[src/inc/devmap_cfg_consts.svh]
// constants for the device-region base and core capability registers
`ifndef DEVMAP_CFG_CONSTS_SVH
`define DEVMAP_CFG_CONSTS_SVH

// coprocessor register number and select of each register
`define DEVMAP_REG_NUM 5'h0f
`define DEVMAP_REG_SEL 3'h2
`define CFG_REG_NUM 5'h10
`define CFG_REG_SEL 3'h0

// device-region base register fields
`define BASE_UPPER_MSB 31
`define BASE_UPPER_LSB 11
`define BASE_PA_LSB 15
`define BASE_PA_W 36
`define REGION_EN_BIT 10
`define CTRL_BLOCK_BIT 9
`define BLOCK_COUNT_MSB 8
`define BLOCK_OFS_LSB 6
`define PA_BITS_MIN 16

// capability word fields
`define CFG_NEXT_BIT 31
`define CFG_K23_MSB 30
`define CFG_K23_LSB 28
`define CFG_KU_MSB 27
`define CFG_KU_LSB 25
`define CFG_ISP_BIT 24
`define CFG_DSP_BIT 23
`define CFG_UDI_BIT 22
`define CFG_SB_BIT 21
`define CFG_MDU_BIT 20
`define CFG_DIAG_BIT 19
`define CFG_MM_MSB 18
`define CFG_MM_LSB 17
`define CFG_BM_BIT 16
`define CFG_BE_BIT 15

// reset values and cache policy codes
`define POLICY_RESET_FM 3'h2
`define POLICY_RESET_TLB 3'h0
`define POL_WT_NOALLOC 3'h0
`define POL_WT_ALLOC 3'h1
`define POL_UNCACHED 3'h2
`define POL_WB_ALLOC 3'h3
`define WORD_ZERO 32'h0000_0000

`endif

[src/inc/devmap_cfg_pkg.sv]
// types and the cache policy decode shared by the register bank
`default_nettype none
`include "devmap_cfg_consts.svh"
package devmap_cfg_pkg;

  localparam int unsigned BASE_W = `BASE_UPPER_MSB - `BASE_UPPER_LSB + 1;

  typedef enum logic [1:0] {
    RD_NONE = 2'b00,
    RD_BASE = 2'b01,
    RD_CFG  = 2'b10
  } rd_src_e;

  // one coprocessor access
  typedef struct packed {
    logic rd;
    logic wr;
    logic [4:0] num;
    logic [2:0] sel;
    logic [31:0] wdata;
  } cp_req_s;

  // static configuration pins
  typedef struct packed {
    logic instr_scratchpad_pin;
    logic data_scratchpad_pin;
    logic [1:0] merge_mode_pins;
    logic endian_pin;
  } static_pins_s;

  typedef struct packed {
    logic [BASE_W-1:0] base_upper;
    logic region_en;
    logic [2:0] k23;
    logic [2:0] ku;
    logic [31:0] rd_data;
    logic rd_valid;
    rd_src_e rd_src;
    logic [2:0] k23_eff;
    logic [2:0] ku_eff;
    logic to_region;
    logic to_memory;
  } state_s;

  // unused policy codes fold onto the four that the core serves
  function automatic logic [2:0] policy_decode(input logic [2:0] c);
    logic [2:0] r;
    r = `POL_UNCACHED;
    unique case (c)
      3'h0: r = `POL_WT_NOALLOC;
      3'h1: r = `POL_WT_ALLOC;
      3'h2: r = `POL_UNCACHED;
      3'h3: r = `POL_WB_ALLOC;
      3'h4: r = `POL_WB_ALLOC;
      3'h5: r = `POL_WB_ALLOC;
      3'h6: r = `POL_WB_ALLOC;
      3'h7: r = `POL_UNCACHED;
    endcase
    return r;
  endfunction

endpackage
`default_nettype wire

[src/design/cache_policy_decode.sv]
// maps a programmed cacheability code onto the policy actually applied
`timescale 1ns/1ns
`default_nettype none
module cache_policy_decode
  import devmap_cfg_pkg::*;
(
  input wire logic [2:0] code_i,
  output logic [2:0] policy_o
);

  // 4..6 act as write-back allocate, 7 as uncached
  assign policy_o = policy_decode(code_i);

endmodule
`default_nettype wire

[src/design/devmap_region_match.sv]
// decides whether a physical request falls inside the device region
`timescale 1ns/1ns
`default_nettype none
`include "devmap_cfg_consts.svh"
module devmap_region_match
  import devmap_cfg_pkg::*;
(
  input wire logic [`BASE_PA_W-1:0] addr_i,
  input wire logic [BASE_W-1:0] base_upper_i,
  input wire logic region_en_i,
  input wire logic [`BLOCK_COUNT_MSB:0] block_count_i,
  output logic hit_o
);

  logic upper_eq;
  logic block_in;

  // region is 32 KB aligned and holds block_count+1 blocks of 64 bytes
  assign upper_eq = addr_i[`BASE_PA_W-1:`BASE_PA_LSB] == base_upper_i;
  assign block_in = addr_i[`BASE_PA_LSB-1:`BLOCK_OFS_LSB] <= block_count_i;
  // disabled region leaves every request to system memory
  assign hit_o = region_en_i & upper_eq & block_in;

endmodule
`default_nettype wire

[src/design/cp0_devmap_base_and_config_regs.sv]
// device-region base register and core capability word behind coprocessor access
`timescale 1ns/1ns
`default_nettype none
`include "devmap_cfg_consts.svh"
module cp0_devmap_base_and_config_regs
  import devmap_cfg_pkg::*;
#(
  parameter bit HAS_DEVMAP = 1'b1,
  parameter bit FIXED_MAPPING = 1'b1,
  parameter int unsigned PA_BITS = `BASE_PA_W,
  parameter bit CTRL_BLOCK = 1'b0,
  parameter logic [`BLOCK_COUNT_MSB:0] BLOCK_COUNT = 9'h000,
  parameter bit USER_EXT = 1'b0,
  parameter bit MULDIV_ITER = 1'b0
) (
  input wire logic sys_clk_i,
  input wire logic rst_i,
  input wire logic ce_i,
  input wire cp_req_s cp_req_i,
  input wire static_pins_s pins_i,
  input wire logic req_valid_i,
  input wire logic [`BASE_PA_W-1:0] req_addr_i,
  output logic [31:0] rd_data_o,
  output logic rd_valid_o,
  output logic region_en_o,
  output logic [`BASE_PA_W-1:0] region_base_o,
  output logic [2:0] upper_kernel_policy_o,
  output logic [2:0] user_seg_policy_o,
  output logic req_to_region_o,
  output logic req_to_memory_o
);

  ////////////////////////////////////////////////////////////////////////////////
  // elaboration checks and derived constants

  if (PA_BITS < `PA_BITS_MIN || PA_BITS > `BASE_PA_W) begin : g_pa_check
    $error("physical address width out of range");
  end

  // one bit per base field bit: set where the physical address bit exists
  function automatic logic [BASE_W-1:0] impl_mask(input int unsigned pa);
    logic [BASE_W-1:0] m;
    m = '0;
    for (int i = 0; i < BASE_W; i++) begin
      m[i] = (i + `BASE_PA_LSB) < pa;
    end
    return m;
  endfunction

  localparam logic [BASE_W-1:0] IMPL_MASK = impl_mask(PA_BITS);
  localparam logic [2:0] POL_RESET = FIXED_MAPPING ? `POLICY_RESET_FM : `POLICY_RESET_TLB;

  // every control field has a constant after reset
  localparam state_s RST = '{
    base_upper: '0,
    region_en: 1'b0,
    k23: POL_RESET,
    ku: POL_RESET,
    rd_data: `WORD_ZERO,
    rd_valid: 1'b0,
    rd_src: RD_NONE,
    k23_eff: policy_decode(POL_RESET),
    ku_eff: policy_decode(POL_RESET),
    to_region: 1'b0,
    to_memory: 1'b0
  };

  ////////////////////////////////////////////////////////////////////////////////
  // access decode and read words

  state_s s_q;
  state_s s_d;
  logic is_base;
  logic is_cfg;
  logic wr_en_bit;
  logic [2:0] k23_dec;
  logic [2:0] ku_dec;
  logic region_hit;
  logic [31:0] base_word;
  logic [31:0] cfg_word;

  assign is_base = cp_req_i.num == `DEVMAP_REG_NUM && cp_req_i.sel == `DEVMAP_REG_SEL;
  assign is_cfg = cp_req_i.num == `CFG_REG_NUM && cp_req_i.sel == `CFG_REG_SEL;
  assign wr_en_bit = cp_req_i.wdata[`REGION_EN_BIT];

  // absent register reads as zero
  always_comb begin
    base_word = `WORD_ZERO;
    if (HAS_DEVMAP) begin
      base_word[`BASE_UPPER_MSB:`BASE_UPPER_LSB] = s_q.base_upper;
      base_word[`REGION_EN_BIT] = s_q.region_en;
      base_word[`CTRL_BLOCK_BIT] = CTRL_BLOCK;
      base_word[`BLOCK_COUNT_MSB:0] = BLOCK_COUNT;
    end
  end

  // capability word; bits 14:0 are outside this bank and read zero
  always_comb begin
    cfg_word = `WORD_ZERO;
    cfg_word[`CFG_NEXT_BIT] = 1'b1;
    cfg_word[`CFG_K23_MSB:`CFG_K23_LSB] = s_q.k23;
    cfg_word[`CFG_KU_MSB:`CFG_KU_LSB] = s_q.ku;
    cfg_word[`CFG_ISP_BIT] = pins_i.instr_scratchpad_pin;
    cfg_word[`CFG_DSP_BIT] = pins_i.data_scratchpad_pin;
    cfg_word[`CFG_UDI_BIT] = USER_EXT;
    cfg_word[`CFG_SB_BIT] = 1'b1;
    cfg_word[`CFG_MDU_BIT] = MULDIV_ITER;
    cfg_word[`CFG_DIAG_BIT] = 1'b0;
    cfg_word[`CFG_MM_MSB:`CFG_MM_LSB] = pins_i.merge_mode_pins;
    cfg_word[`CFG_BM_BIT] = 1'b0;
    cfg_word[`CFG_BE_BIT] = pins_i.endian_pin;
  end

  ////////////////////////////////////////////////////////////////////////////////
  // policy decode and region match

  cache_policy_decode u_k23_dec (
    .code_i(s_q.k23),
    .policy_o(k23_dec)
  );

  cache_policy_decode u_ku_dec (
    .code_i(s_q.ku),
    .policy_o(ku_dec)
  );

  devmap_region_match u_match (
    .addr_i(req_addr_i),
    .base_upper_i(s_q.base_upper),
    .region_en_i(s_q.region_en & HAS_DEVMAP),
    .block_count_i(BLOCK_COUNT),
    .hit_o(region_hit)
  );

  ////////////////////////////////////////////////////////////////////////////////
  // next state

  always_comb begin
    s_d = s_q;
    if (ce_i) begin
      // read answers one cycle later with the value before any same-cycle write
      s_d.rd_valid = cp_req_i.rd;
      s_d.rd_src = RD_NONE;
      s_d.rd_data = `WORD_ZERO;
      if (cp_req_i.rd && is_base) begin
        s_d.rd_src = RD_BASE;
        s_d.rd_data = base_word;
      end else if (cp_req_i.rd && is_cfg) begin
        s_d.rd_src = RD_CFG;
        s_d.rd_data = cfg_word;
      end
      // only the address field and enable take write data
      if (cp_req_i.wr && is_base && HAS_DEVMAP) begin
        s_d.base_upper = cp_req_i.wdata[`BASE_UPPER_MSB:`BASE_UPPER_LSB] & IMPL_MASK;
        s_d.region_en = wr_en_bit;
      end
      // policies are writable only on fixed-mapping cores
      if (cp_req_i.wr && is_cfg && FIXED_MAPPING) begin
        s_d.k23 = cp_req_i.wdata[`CFG_K23_MSB:`CFG_K23_LSB];
        s_d.ku = cp_req_i.wdata[`CFG_KU_MSB:`CFG_KU_LSB];
      end
      s_d.k23_eff = k23_dec;
      s_d.ku_eff = ku_dec;
      // route each request either to the region or to system memory
      s_d.to_region = req_valid_i & region_hit;
      s_d.to_memory = req_valid_i & ~region_hit;
    end
  end

  // state register; reset brings all fields to their defined values
  always_ff @(posedge sys_clk_i or posedge rst_i) begin
    if (rst_i) begin
      s_q <= RST;
    end else begin
      s_q <= s_d;
    end
  end

  ////////////////////////////////////////////////////////////////////////////////
  // outputs

  assign rd_data_o = s_q.rd_data;
  assign rd_valid_o = s_q.rd_valid;
  assign region_en_o = s_q.region_en;
  assign region_base_o = {s_q.base_upper, 15'h0000};
  assign upper_kernel_policy_o = s_q.k23_eff;
  assign user_seg_policy_o = s_q.ku_eff;
  assign req_to_region_o = s_q.to_region;
  assign req_to_memory_o = s_q.to_memory;
endmodule
`default_nettype wire

[config.mk]
export PLATFORM = sky130hd
export DESIGN_NAME = cp0_devmap_base_and_config_regs
export DESIGN_NICKNAME = d
export VERILOG_FILES = /design/src/inc/devmap_cfg_pkg.sv /design/src/design/cache_policy_decode.sv /design/src/design/devmap_region_match.sv /design/src/design/cp0_devmap_base_and_config_regs.sv
export VERILOG_INCLUDE_DIRS = /design/src /design/src/inc
export SDC_FILE = /design/constraint.sdc
export NUM_CORES = 1
export LEC_CHECK = 0
export BUFFER_PORTS_ARGS = -buffer_cell sky130_fd_sc_hd__buf_2
export CELL_PAD_IN_SITES_DETAIL_PLACEMENT = 0
export CELL_PAD_IN_SITES_GLOBAL_PLACEMENT = 1
export CORE_UTILIZATION = 29
export DETAILED_ROUTE_END_ITERATION = 12
export GPL_ROUTABILITY_DRIVEN = 0
export PLACE_DENSITY = 0.79
export SLEW_MARGIN = 20
export SYNTH_ARGS = -nofsm -noshare
export SYNTH_HDL_FRONTEND = slang
export SYNTH_SLANG_ARGS = --single-unit
[constraint.sdc]
create_clock -name sys_clk_i -period 1.7 [get_ports sys_clk_i]
set_clock_uncertainty 0.05 [all_clocks]
set_input_delay 0.17 -clock sys_clk_i [delete_from_list [all_inputs] [get_ports sys_clk_i]]
set_output_delay 0.17 -clock sys_clk_i [all_outputs]
set_load 0.05 [all_outputs]
==> run summary <==
crit-path max FO = 4
share of the synthesized area in the top cell type = 46.0%
min Tclk post-route = 1590 ps
clk buf depth = 2
Synth Instances = 238
final setup fails = 0
share of cells above drive strength 1 = 49.7%
Worst Hold Class = input pin to flip-flop
Critical Path Start Type = flip-flop
WL/cell = 14.8 µm
global-route wire length before repair = 11.3 mm
Initial Util = 29.8%
fmax = 631 MHz
clock latency on the worst-skew pair = 340 ps
synthesized flop and latch total = 57
largest net degree at the start of global routing = 58
post-synthesis mux area share = 13.9%
clock-pin slew on the worst setup and hold paths = 70 ps
most common cell after layout, fill and taps aside = buf_2
post-DR vias/cell = 4.43
Layout Utilization = 39.8%
io pins = 165
max-capacitance violation count = 0
CTS sink count = 57
Final Hold Slack = 18.3 ps
Post-Syn Area = 2880 µm²
Max rail drop VDD = 0.364 mV
Cell variety after synth = 33
setup TNS = 0 ps
Post-route DRC = 0
Setup Slack @ Placement = -85.8 ps
Final Power = 3.45 mW
CTS HTree Levels = 3
multi-input logic area = 1260 µm²
ANT nets after route = 0
Syn-to-layout area delta = 33.7%
Sequential Power Share = 42.0%
fillers = 969
Avg Inst Size Synth = 12.1 µm²
Sw Pwr = 1.05 mW
routed wire length = 7.63 mm
top cells by area, synth = dfrtp_1, mux2_4, buf_4, xnor2_1, dfstp_2
Yosys warning count = 0
detailed-placement wirelength estimate = 5.75 mm
worst setup margin = 115 ps
initial DRC count = 47
dpl cell area = 3550 µm²
I/O Buffers = 121
P_leak = 1.99 nW
die height = 102 µm
fin area = 3850 µm²
Int Pwr = 2.41 mW
GRT overflow = 0
antenna violations before repair = 0
EDFF count, synth = 0
CP Capture Type = flip-flop
post-synthesis xor/xnor area fraction = 6.38%
vias in the first global route = 2123
GRT Total Usage = 15.1%
Yosys top cell by area = dfrtp_1
max-slew violations = 0
DIE AREA = 10300 µm²
Hold Vio Cnt, Final = 0
combinational share of power = 18.6%
CTS tree = done
pwr dens = 896 nW/µm²
Register Area = 1430 µm²
RSZ-0062 raised after global routing = true
clock share of power = 39.4%
period utilization = 93.3%
sequential share of the synthesized area = 49.6%
Synth async-reset ratio = 100%
Synth Area in Simple Gates = 10.9%
WS Path Type = flip-flop to flip-flop
core region area = 9680 µm²
drt first pass iters = 7
Min-Delay Path Depth = 2
Placed Cells = 491
FF-to-FF path depth = 5
Final #Nets = 464
required time worst endpoint = 1920 ps
Std-Cell Rows = 36
adder-cell share of the synthesized area = 0%
vias = 2284
Clk Tree Root Cell = clkbuf_8
CP arrival = 1810 ps
compound-cell area share of the yosys netlist = 8.63%
largest family of logic cells by synthesized area = multiplexers
commonest cells after routing, fill and taps aside = buf_2, dfrtp_1, nor2_1, conb_1
cts bufs inserted = 9
chip width = 102 µm
Sw Share = 30.3%
Diodes inserted = 0
Non-Filler Instances = 515
main flop type after synthesis = dfrtp_1
outcome = finished, final reports clean
-- synth_stat cells, drive strengths merged, types with 5 or more instances --
cell,n
nor2,30
buf,32
mux2,28
nand2,5
a21oi,7
dfrtp,53
inv,5
a22o,10
nor4,6
nand3,5
a221oi,11
xnor2,21
-- cell type report --
class / count / share of cell area (%)
multi-input cells: 166 / 32.8
inverters: 5 / 0.487
well taps: 133 / 4.32
flip-flops and latches: 57 / 37.1
repair buffers: 138 / 19.9
clock buffers: 9 / 3.21
clock inverters: 7 / 2.21
-- cell families after synthesis --
kind of cell	count (synthesis)
buffers and inverters	41
AND/OR/NAND/NOR	56
AO/OA/AOI/OAI	33
multiplexers	29
other	1
flip-flops	57
XOR/XNOR	21
-- power groups by stage --
stage	combinational (mW)	clock (mW)	sequential [mW]
finish	0.643	1.36	1.45
global route	0.687	1.46	1.46
CTS	0.650	1.41	1.45
detailed placement	0.632	0	1.47
global placement	0.625	0	1.47
floorplan	0.320	0	1.63
-- flip-flops by register name, indices dropped and copies added (netlist names) --
| signal | cells |
|---|---|
| upper_kernel_policy_o | 2 |
| req_to_memory_o | 1 |
| rd_valid_o | 1 |
| rd_data_o | 22 |
| region_base_o | 21 |
| cfg_word | 6 |
| region_en_o | 1 |
| user_seg_policy_o | 2 |
| req_to_region_o | 1 |
-- critical path, cell delays in order, from the launching register on --
cell and delay (ps):
dfrtp_1 430, xnor2_2 200, buf_4 140, nand4_1 190, nor4_1 340, a22o_1 170
-- path summary, 6_finish.rpt --
| path | startpoint | end | slack, ps |
|---|---|---|---|
| max reg2reg | region_base_o[23]$_DFFE_PP0P_ | req_to_region_o$_DFFE_PP0P_ | 110 |
| max in group asynchronous | rst_i | upper_kernel_policy_o[1]$_DFFE_PP1P_ | 900 |
| min in group asynchronous | rst_i | rd_data_o[31]$_DFFE_PP0P_ | 380 |
| min reg2reg | user_seg_policy_o[1]$_DFFE_PP1P_ | user_seg_policy_o[1]$_DFFE_PP1P_ | 440 |
| max | region_base_o[23]$_DFFE_PP0P_ | req_to_region_o$_DFFE_PP0P_ | 110 |
| min | cp_req_i[20] | region_base_o[24]$_DFFE_PP0P_ | 20 |
-- routing by layer --
| layer | vias up | wire length [µm] | global-route usage, % |
|---|---|---|---|
| met1 | 1103 | 3290 | 19.2 |
| met4 | 0 | 144 | 6.69 |
| li1 | 1068 | - | - |
| met5 | - | 0 | 0 |
| met2 | 101 | 3700 | 23.9 |
| met3 | 12 | 499 | 4.21 |
-- repair_timing --
action | in CTS | in global routing
setup buffers | 0 | 0
gates resized for setup | 2 | 0
hold buffers | 8 | 0
setup endpoints to repair | 2 | 2
pin swaps | 0 | 1
gates cloned | 0 | 0
endpoints found under the hold margin | 60 | 0
No activity file was read; power rests on OpenSTA's default activity.
